File: config.mk
export PLATFORM = sky130hd
export DESIGN_NAME = gedt_timer
export DESIGN_NICKNAME = d
export VERILOG_FILES = /design/src/hdl/gedt_pkg.sv /design/src/hdl/gedt_prescaler.sv /design/src/hdl/gedt_timer.sv
export SDC_FILE = /design/constraint.sdc
export NUM_CORES = 1
export LEC_CHECK = 0
export ABC_AREA = 1
export BUFFER_PORTS_ARGS = -buffer_cell sky130_fd_sc_hd__buf_4
export CAP_MARGIN = 15
export CORE_MARGIN = 10
export CORE_UTILIZATION = 50
export CTS_CLUSTER_DIAMETER = 40
export CTS_CLUSTER_SIZE = 8
export DETAILED_ROUTE_END_ITERATION = 10
export MAX_ROUTING_LAYER = met4
export PLACE_DENSITY = 0.77
export SYNTH_ARGS = -nofsm -noshare
export SYNTH_HDL_FRONTEND = slang
export SYNTH_SLANG_ARGS = --single-unit
File: constraint.sdc
create_clock -name clock -period 2.95 [get_ports clock]
set_input_delay 0.885 -clock clock [delete_from_list [all_inputs] [get_ports clock]]
set_output_delay 0.885 -clock clock [all_outputs]
set_load 0.02 [all_outputs]
File: src/hdl/gedt_pkg.sv
package gedt_pkg;
  localparam int unsigned GEDT_WIDTH      = 16;
  localparam int unsigned GEDT_DIV_EIGHT  = 8;
  localparam int unsigned GEDT_DIV_THIRTY = 32;
  localparam logic [15:0] GEDT_ALL_ONES   = 16'hFFFF;
  localparam logic [15:0] GEDT_ZERO       = 16'h0000;
  localparam logic [15:0] GEDT_ONE        = 16'h0001;
  localparam logic [15:0] GEDT_RESET_VAL  = 16'h0000;

  // Timer mode count source selection
  typedef enum logic [1:0] {
    GEDT_SRC_UNDIV,
    GEDT_SRC_DIV8,
    GEDT_SRC_DIV32,
    GEDT_SRC_SUB32
  } gedt_src_t;

  // Gate function selection
  typedef enum logic [1:0] {
    GEDT_GATE_OFF,
    GEDT_GATE_LOW,
    GEDT_GATE_HIGH
  } gedt_gate_t;

  // Event counter source selection
  typedef enum logic [1:0] {
    GEDT_EVT_FALL,
    GEDT_EVT_RISE,
    GEDT_EVT_TIMER
  } gedt_evt_t;
endpackage

File: src/hdl/gedt_prescaler.sv
`timescale 1ns/100ps
// Produces one-cycle ticks for the three divided internal count sources.
module gedt_prescaler #(
  parameter int unsigned DIV_A = gedt_pkg::GEDT_DIV_EIGHT,
  parameter int unsigned DIV_B = gedt_pkg::GEDT_DIV_THIRTY
) (
  // Clock and reset
  input  wire logic clock,
  input  wire logic rst_n,
  // Secondary clock, sampled as a synchronous level
  input  wire logic sub_clock,
  // Ticks
  output logic      tick_div_a,
  output logic      tick_div_b,
  output logic      tick_sub_b
);
  import gedt_pkg::*;

  // One counter serves both main ticks, so the second divisor must be a multiple of the first
  if (DIV_A < 2 || DIV_B < 2 || (DIV_B % DIV_A) != 0) begin : g_div_check
    $error("gedt_prescaler: divisors must be at least 2 and nest");
  end

  localparam int unsigned CW = $clog2(DIV_B);

  logic [CW-1:0] main_cnt_q;
  logic [CW-1:0] sub_cnt_q;
  logic          sub_prev_q;
  wire           sub_rise = sub_clock & ~sub_prev_q;

  always_ff @(posedge clock or negedge rst_n) begin
    if (!rst_n) begin
      main_cnt_q <= '0;
      sub_cnt_q  <= '0;
      sub_prev_q <= 1'b0;
    end else begin
      main_cnt_q <= (main_cnt_q == CW'(DIV_B - 1)) ? '0 : main_cnt_q + 1'b1;
      sub_prev_q <= sub_clock;
      if (sub_rise) begin
        sub_cnt_q <= (sub_cnt_q == CW'(DIV_B - 1)) ? '0 : sub_cnt_q + 1'b1;
      end
    end
  end

  // Divide-by-eight is taken from the low bits of the same counter
  assign tick_div_a = (CW'(main_cnt_q % CW'(DIV_A)) == CW'(DIV_A - 1));
  assign tick_div_b = (main_cnt_q == CW'(DIV_B - 1));
  assign tick_sub_b = sub_rise && (sub_cnt_q == CW'(DIV_B - 1));
endmodule // gedt_prescaler

File: src/hdl/gedt_timer.sv
`timescale 1ns/100ps
module gedt_timer #(
  parameter int unsigned WIDTH = gedt_pkg::GEDT_WIDTH
) (
  // Clock and reset
  input  wire logic                     clock,
  input  wire logic                     rst_n,
  input  wire logic                     sub_clock,
  // Control
  input  wire logic                     count_start,
  input  wire logic                     event_mode,
  input  wire logic                     free_run,
  input  wire logic                     pulse_out_en,
  input  wire gedt_pkg::gedt_src_t      src_sel,
  input  wire gedt_pkg::gedt_gate_t     gate_sel,
  input  wire gedt_pkg::gedt_evt_t      evt_sel,
  input  wire logic                     updown_flag,
  input  wire logic                     dir_from_pin,
  // Timer register access
  input  wire logic                     wr_en,
  input  wire logic [WIDTH-1:0]         wr_data,
  output logic      [WIDTH-1:0]         count_value,
  output logic      [WIDTH-1:0]         reload_value,
  // Pins and neighbour
  input  wire logic                     timer_input_pin,
  input  wire logic                     timer_output_pin_in,
  input  wire logic                     neighbour_overflow,
  output logic                          timer_output_pin,
  output logic                          timer_output_pin_oe,
  // Status
  output logic                          irq_request
);
  import gedt_pkg::*;

  if (WIDTH != GEDT_WIDTH) begin : g_width_check
    $error("gedt_timer: only a 16-bit counter is supported");
  end

  logic [WIDTH-1:0] cnt_q, cnt_d;
  logic [WIDTH-1:0] reload_q;
  logic             in_prev_q;
  logic             out_q;
  logic             irq_q;

  logic tick_div_a;
  logic tick_div_b;
  logic tick_sub_b;

  gedt_prescaler u_prescaler (
    .clock      (clock),
    .rst_n      (rst_n),
    .sub_clock  (sub_clock),
    .tick_div_a (tick_div_a),
    .tick_div_b (tick_div_b),
    .tick_sub_b (tick_sub_b)
  );

  // Internal source select
  wire src_tick = (src_sel == GEDT_SRC_UNDIV) ? 1'b1 :
                  (src_sel == GEDT_SRC_DIV8)  ? tick_div_a :
                  (src_sel == GEDT_SRC_DIV32) ? tick_div_b : tick_sub_b;

  // Gate: the pin is sampled directly, so short gate pulses are only as good as
  // the source spacing the external driver respects
  wire gate_open = (gate_sel == GEDT_GATE_OFF)  ? 1'b1 :
                   (gate_sel == GEDT_GATE_LOW)  ? ~timer_input_pin :
                   (gate_sel == GEDT_GATE_HIGH) ? timer_input_pin : 1'b1;

  // Event edges
  wire fall_edge = in_prev_q & ~timer_input_pin;
  wire rise_edge = ~in_prev_q & timer_input_pin;
  wire evt_tick  = (evt_sel == GEDT_EVT_FALL) ? fall_edge :
                   (evt_sel == GEDT_EVT_RISE) ? rise_edge : neighbour_overflow;

  // Direction sampled at the edge itself, so a change counts from the next one
  wire count_up  = event_mode & (dir_from_pin ? timer_output_pin_in : updown_flag);

  wire tick      = count_start & (event_mode ? evt_tick : (src_tick & gate_open));
  wire at_zero   = (cnt_q == GEDT_ZERO);
  wire at_ones   = (cnt_q == GEDT_ALL_ONES);
  wire wrap      = tick & (count_up ? at_ones : at_zero);
  wire reloads   = ~event_mode | ~free_run;

  // Reload on wrap yields the value+1 (down) and FFFF-value+1 (up) ratios
  always_comb begin
    cnt_d = cnt_q;
    if (wr_en && !count_start) begin
      cnt_d = wr_data;
    end else if (wrap && reloads) begin
      cnt_d = reload_q;
    end else if (tick && count_up) begin
      cnt_d = cnt_q + GEDT_ONE;
    end else if (tick) begin
      cnt_d = cnt_q - GEDT_ONE;
    end
  end

  always_ff @(posedge clock or negedge rst_n) begin
    if (!rst_n) begin
      cnt_q     <= GEDT_RESET_VAL;
      reload_q  <= GEDT_RESET_VAL;
      in_prev_q <= 1'b0;
      out_q     <= 1'b0;
      irq_q     <= 1'b0;
    end else begin
      cnt_q     <= cnt_d;
      in_prev_q <= timer_input_pin;
      irq_q     <= wrap;
      if (wr_en) begin
        reload_q <= wr_data;
      end
      if (!count_start || !pulse_out_en) begin
        out_q <= 1'b0;
      end else if (wrap) begin
        out_q <= ~out_q;
      end
    end
  end

  assign count_value         = cnt_q;
  assign reload_value        = reload_q;
  assign timer_output_pin    = out_q;
  // Pin becomes an input when it supplies the count direction
  assign timer_output_pin_oe = pulse_out_en & ~(event_mode & dir_from_pin);
  assign irq_request         = irq_q;
endmodule // gedt_timer

=== Word-level counts from Yosys, hierarchy flattened ===
Cells that the tools add are included.

* Register bits after elaboration: 46
* Latch bits: 0
* RAM bits: 0
* Memory bits (read-only): 0
* Input bits: 35
* Output and inout port bits: 35
* Logic and storage cells: 70
* Memories: 0

* Add/sub/neg operators: 4
* Multipliers: 0
* Divide/modulo/power cells: 0
* Order comparisons: 0
* Equality and inequality tests: 9
* Shifts and indexed selects: 0
* Mux-type cells: 19
* Bitwise logic cells: 17
* Reductions and logical operators: 13

{| class="wikitable"
|+ Operators by type and width
! cell !! number
|-
| 16-bit 2-to-1 mux || 4
|-
| 16-bit by 1-bit adder with 16-bit output, second input constant || 1
|-
| 16-bit equality test, second input constant || 1
|-
| 16-bit zero test || 1
|-
| 16-bit by 1-bit subtractor with 16-bit output, second input constant || 1
|-
| 1-bit 2-to-1 mux || 13
|-
| 5-bit by 1-bit adder with 5-bit output, second input constant || 2
|-
| 5-bit equality test, second input constant || 2
|-
| 5-bit 2-to-1 mux || 2
|-
| 1-bit AND || 9
|-
| 1-bit inverter || 7
|-
| 2-bit by 1-bit equality test with 1-bit output, second input constant || 3
|-
| 2-bit zero test || 3
|-
| 2-bit equality test, second input constant || 2
|-
| 1-bit logical AND || 4
|-
| 4-bit nonzero test || 1
|-
| 3-bit equality test, second input constant || 1
|-
| 1-bit zero test || 2
|-
| 2-bit nonzero test || 1
|-
| 1-bit logical OR || 1
|-
| 1-bit bitwise OR || 1
|}

=== Logic depth before layout (Yosys ltp) ===
* Depth after elaboration: 13
* Gate-level depth with buffers: 22
* Mapped depth without buffers: 22

=== By module ===
A second synthesis with hierarchy kept.

* Cells, all modules: 431
* Area, all modules: 3,229.3 µm²

{| class="wikitable"
|+ By module, submodules not included
! module !! times used !! cells an instance !! area each (µm²)
|-
| gedt_timer || 1 || 375 || 2,713.9
|-
| gedt_prescaler || 1 || 56 || 515.5
|}

=== Worst setup path after synthesis ===
Ideal clock, no wire load.

* Path kind: input-to-reg
* Start point: input port sub_clock
* End point: register cnt_q[15], in the netlist count_value[15]
* Arrival: 3.171 ns
* Path slack: -0.337 ns
* Stages on the path: 18
* Cell sequence: inv_1 > nor2_4 > nand3_1 > nand2_1 > nand2_1 > nand2_2 > nand3_1 > ha_1 > a21oi_1 > nand2_1 > nand2_1 > nand4_1 > a21oi_1 > inv_1 > nand2_1 > nand3_1 > nand2_1 > nand2_1

* Cells in the longest elaborated chain, start to end: 12

{| class="wikitable"
|+ Ends and longest elaborated chain
! element !! line !! text
|-
| start: declaration || gedt_timer.sv:8 || <nowiki>input wire logic sub_clock,</nowiki>
|-
| 1-bit AND (*) || gedt_prescaler.sv:29 || <nowiki>wire sub_rise = sub_clock & ~sub_prev_q;</nowiki>
|-
| 1-bit logical AND (*) || gedt_prescaler.sv:48 || <nowiki>assign tick_sub_b = sub_rise && (sub_cnt_q == CW'(DIV_B - 1));</nowiki>
|-
| 1-bit 2-to-1 mux (*) || gedt_timer.sv:61 || <nowiki>(src_sel == GEDT_SRC_DIV32) ? tick_div_b : tick_sub_b;</nowiki>
|-
| 1-bit 2-to-1 mux (*) || gedt_timer.sv:60 || <nowiki>(src_sel == GEDT_SRC_DIV8) ? tick_div_a :</nowiki>
|-
| 1-bit 2-to-1 mux (*) || gedt_timer.sv:59 || <nowiki>wire src_tick = (src_sel == GEDT_SRC_UNDIV) ? 1'b1 :</nowiki>
|-
| 1-bit AND (*) || gedt_timer.sv:78 || <nowiki>wire tick = count_start & (event_mode ? evt_tick : (src_tick & gate_open));</nowiki>
|-
| 1-bit 2-to-1 mux (*) || gedt_timer.sv:78 ||
|-
| 1-bit AND (*) || gedt_timer.sv:78 ||
|-
| 1-bit logical AND / 1-bit AND (equally long branches) || gedt_timer.sv:91, gedt_timer.sv:81 ||
|-
| 16-bit 2-to-1 mux / 1-bit logical AND (equally long branches) || gedt_timer.sv:91, gedt_timer.sv:89 ||
|-
| 16-bit 2-to-1 mux || gedt_timer.sv:89 || <nowiki>end else if (wrap && reloads) begin</nowiki>
|-
| 16-bit 2-to-1 mux || gedt_timer.sv:87 || <nowiki>if (wr_en && !count_start) begin</nowiki>
|-
| end signal: assignment || gedt_timer.sv:106 || <nowiki>cnt_q <= cnt_d;</nowiki>
|-
| end: declaration || gedt_timer.sv:39 || <nowiki>logic [WIDTH-1:0] cnt_q, cnt_d;</nowiki>
|}

Mark *: on every way between the ends. The rest lies on a longest branch, timed or not.
A chain may end at the register's enable or synchronous reset.

=== Worst setup path in the final report ===
* Start point: register u_prescaler.sub_cnt_q[1]
* End point: register cnt_q[15], in the netlist count_value[15]

* Cells in the longest elaborated chain, start to end: 12

{| class="wikitable"
|+ Ends and longest elaborated chain
! element !! line !! text
|-
| start: declaration || gedt_prescaler.sv:27 || <nowiki>logic [CW-1:0] sub_cnt_q;</nowiki>
|-
| start signal: assignment || gedt_prescaler.sv:40 || <nowiki>sub_cnt_q <= (sub_cnt_q == CW'(DIV_B - 1)) ? '0 : sub_cnt_q + 1'b1;</nowiki>
|-
| 5-bit equality test (*) || gedt_prescaler.sv:48 ||
|-
| 1-bit logical AND (*) || gedt_prescaler.sv:48 ||
|-
| 1-bit 2-to-1 mux (*) || gedt_timer.sv:61 ||
|-
| 1-bit 2-to-1 mux (*) || gedt_timer.sv:60 ||
|-
| 1-bit 2-to-1 mux (*) || gedt_timer.sv:59 ||
|-
| 1-bit AND (*) || gedt_timer.sv:78 ||
|-
| 1-bit 2-to-1 mux (*) || gedt_timer.sv:78 ||
|-
| 1-bit AND (*) || gedt_timer.sv:78 ||
|-
| 1-bit logical AND / 1-bit AND (equally long branches) || gedt_timer.sv:91, gedt_timer.sv:81 ||
|-
| 16-bit 2-to-1 mux / 1-bit logical AND (equally long branches) || gedt_timer.sv:91, gedt_timer.sv:89 ||
|-
| 16-bit 2-to-1 mux || gedt_timer.sv:89 ||
|-
| 16-bit 2-to-1 mux || gedt_timer.sv:87 ||
|}

Marked as above.

==> summary.txt <==
Final layout
  • Ratio of cells with drive above 1 in the final layout: 0.333
  • Count of filler cells inserted in the layout: 502
  • P&R area growth vs syn: 39.6%
  • Filler-free cell count of the finished design: 647
  • Multi-input gate area in the final layout: 2070 sq um
  • Ant. Diodes: 0
  • Storage cell area: 1150 sq um
  • Nets: 625

Critical path
  • Worst Path Required: 3.16 ns
  • Kind of start point of the critical path: register
  • Critical path arrival: 3.31 ns
  • Critical Path Fanout Max: 6
  • Setup Crit Path Kind: register to register
  • Type of element capturing the critical path: register

Synth
  • Synthesized-area fraction occupied by xor and xnor cells: 0.0188
  • Complex-gate fraction of the synthesized area: 0.114
  • Count of distinct cell types in the synthesized netlist: 37
  • Mux contribution to synthesized area: 0.0242
  • Adder-Cell Fraction of Synth Area: 0.0830
  • Async set or reset register ratio after synthesis: 1.00
  • Synth Instances: 457
  • Count of synthesis-stage warnings from yosys: 0
  • Average cell area after synthesis: 7.12 sq um
  • Commonest register cell after synthesis: dfrtp_1
  • Combinational family with the most area after synthesis: simple AND/OR/NAND/NOR gates
  • Number of flops mapped to enable cells by yosys: 0
  • Number of synthesized register bits: 46
  • Syn_nets: 513
  • Netlist Area Pre-Place: 3260 sq um
  • Sequential share of the synthesized area: 0.354
  • Simple-Gate Fraction of Synth Area: 0.321

Placed design
  • Weighted congestion reported at the end of routability-driven placement: 0.911
  • Number of placed instances with taps included: 631
  • Half-perimeter wire length of the detailed placement result: 7450 um
  • Worst slack at placement: -0.277 ns
  • Quantity of I/O buffers inserted on ports: 69

Routing
  • Wirelength per Cell: 16.2 um
  • Via-to-Cell Ratio: 5.44
  • Remaining number of nets flagged by the antenna check after routing: 0
  • Number of iterations in the first detailed-routing pass: 5
  • 1st-iter DRT viols: 393
  • Final wirelength: 10,500 um
  • Number of vias after detailed routing: 3,519
  • Number of remaining DRC errors: 0

Floorplanning
  • Die outline height: 101 um
  • Count of boundary I/O pins: 70
  • Placement Rows: 29
  • Chip width: 101 um
  • Placeable core region: 6350 sq um
  • Effective utilization at floorplan: 0.513
  • Floorplan die area: 10,100 sq um

Timing
  • Final critical-path setup slack: -0.148 ns
  • Max Slew Vio Count: 0
  • Slew Limit Headroom: 0.608
  • Final Hold Violating Endpoints: 0
  • Final setup violation count: 6
  • Post-route clock period utilization: 1.05
  • Setup Skew: 0.00442 ns
  • Setup repair after global routing missed its margin: true
  • Tmin final: 3.10 ns
  • Maximum clock rate: 323 MHz
  • Slew at the pin closest to its max-slew limit: 0.588 ns

Status
  • Violated checks: setup timing
  • Outcome: finished, violations left

CTS
  • Max clock buf depth: 2
  • Worst skew pair latency: 0.31 ns
  • Number of CTS-inserted buffers: 5
  • TritonCTS clock tree: built
  • Cell chosen for the clock root: clkbuf_8
  • H-tree levels: 2
  • CTS Hold Bufs: 0
  • Num Clock Sinks: 46
  • Clock transition at the registers of the reported paths: 0.09 ns

Hold path
  • Class of the most critical hold timing path: register to register

Power
  • Worst ir drop on vdd: 549 uV
  • Leakage power summed over all cells: 2.38 nW
  • Power per cell area: 880 nW/um^2

GRT
  • Vias in the first global route: 3,375
  • Total congestion overflow: 0
  • Initial antenna violation count: 0
  • First-pass GRT wire length: 16,000 um
  • Global-route usage over all layers: 0.196
  • Largest net degree at the start of global routing: 47

Run
  • Max-Cap Viols: 0
[registers in the layout, indices dropped and copies added, names as in the netlist]
signal	cells
count_value	16
reload_value	16
u_prescaler.main_cnt_q	5
u_prescaler.sub_cnt_q	5
in_prev_q	1
irq_request	1
timer_output_pin	1
u_prescaler.sub_prev_q	1
[area by class of cell]
type	count	share of cell area
Sequential cell	46	0.253
Clock buffer	5	0.0151
Clock inverter	3	0.0105
Multi-Input combinational cell	341	0.456
Timing Repair Buffer	113	0.192
Inverter	62	0.0512
Tap cell	77	0.0212
[repair_timing]
action / CTS / global route
endpoints found under the setup margin: 8 / 13
gates resized for setup: 6 / 42
setup buffers: 2 / 6
cloned: 0 / 0
pin swaps: 2 / 24
[cell families (layout without fill, tap and decap cells)]
family | count (synthesis) | count (layout)
mux | 7 | 7
flops | 46 | 46
compound gates | 64 | 64
buf+inv | 70 | 183
xor+xnor | 7 | 7
simple gates | 242 | 242
fa+ha+maj | 21 | 21
[power by group]
| group | internal, mW | switching [mW] | total [mW] | leakage, nW |
|---|---|---|---|---|
| registers | 0.770 | 0.232 | 1.00 | 0.556 |
| logic | 1.11 | 1.39 | 2.49 | 1.77 |
| clock network | 0.259 | 0.245 | 0.504 | 0.0591 |
| total | 2.14 | 1.86 | 4.00 | 2.38 |
[cells in the final DEF, fill, tap and decap left out, types with 3 or more instances in the layout]
cell      netlist  layout
ha_4            0       6
nand2_2         2      12
clkbuf_8        0       5
nand3_1        48      40
a21oi_1        24      18
nand3_2         0       7
nand2_1       146     135
a21oi_2         0       5
nor2_4          3       4
ha_2            0       5
inv_1          57      56
o21ai_0        16      16
mux2_2          7       7
o21ai_1        11       9
nand4_1         4       4
dfrtp_1        46      46
nor2_1         31      28
ha_1           20       9
buf_4           0     111
o21bai_1        3       3
inv_2           4       5
[worst max-delay path, stage by stage, from the launching register on]
cell	delay, ns
dfrtp_1	0.39
ha_2	0.20
nand2_1	0.05
nor2_1	0.12
ha_2	0.22
nand3_2	0.08
nand2_2	0.08
nand2_2	0.05
nand2_2	0.09
nand3_4	0.13
buf_12	0.18
ha_4	0.26
a21oi_4	0.14
nand2_2	0.08
nand2_1	0.08
nand4_1	0.22
a21oi_2	0.27
inv_1	0.07
nand2_1	0.08
nand3_2	0.06
nand2_1	0.07
nand2_1	0.05
[routing by layer]
metal	track usage	share of wire	vias up
li1	-	-	1700
met4	0.0554	0.018	0
met3	0.0425	0.071	17
met5	-	0	-
met1	0.245	0.43	1658
met2	0.311	0.48	144
[path summary, 6_finish.rpt]
check / endpoint / startpoint / cells after the start / slack [ns]
setup / recovery: count_value[15]$_DFFE_PN0P_ / u_prescaler.sub_cnt_q[1]$_DFFE_PN0N_ / 21 / -0.15
hold / removal: u_prescaler.sub_cnt_q[4]$_DFFE_PN0N_ / u_prescaler.sub_cnt_q[4]$_DFFE_PN0N_ / 2 / 0.49
setup reg to reg: count_value[15]$_DFFE_PN0P_ / u_prescaler.sub_cnt_q[1]$_DFFE_PN0N_ / 21 / -0.15
hold reg to reg: u_prescaler.sub_cnt_q[4]$_DFFE_PN0N_ / u_prescaler.sub_cnt_q[4]$_DFFE_PN0N_ / 2 / 0.49
max in group asynchronous: count_value[15]$_DFFE_PN0P_ / rst_n / 1 / 1.98
min in group asynchronous: u_prescaler.main_cnt_q[0]$_DFF_PN0_ / rst_n / 1 / 0.57
[Yosys cell counts, types with 2 or more instances]
master | instances | area, sq um
nor3_1 | 2 | 10.0
ha_1 | 20 | 250
inv_1 | 57 | 214
buf_6 | 2 | 22.5
dfrtp_1 | 46 | 1150
xnor2_1 | 4 | 35.0
nor2_4 | 3 | 33.8
nand2_2 | 2 | 12.5
a21oi_1 | 24 | 120
nand2_1 | 146 | 548
o21ai_1 | 11 | 55.1
o21bai_1 | 3 | 22.5
nor2_1 | 31 | 116
clkbuf_1 | 3 | 11.3
o21a_1 | 2 | 15.0
mux2_2 | 7 | 78.8
nand3_1 | 48 | 240
o211ai_2 | 2 | 25.0
xor2_1 | 3 | 26.3
nand4_1 | 4 | 25.0
buf_2 | 2 | 10.0
a21o_1 | 2 | 15.0
o21ai_0 | 16 | 80.1
inv_2 | 4 | 15.0
[metrics by stage]
stage / power, mW / utilization / setup TNS (ns) / hold slack [ns] / area [sq um]
finish: 4.00 / 0.716 / -0.514 / 0.494 / 4540
CTS: 3.60 / 0.678 / -0.0330 / 0.505 / 4310
floorplan: 2.23 / - / 0 / 0.425 / 3280
global placement: 2.99 / 0.648 / -1.49 / 0.467 / 4120
detailed placement: 3.05 / 0.648 / -2.14 / 0.471 / 4120
global route: 4.28 / 0.716 / -2.57 / 0.536 / 4540
(Power assumes the default switching activity.)
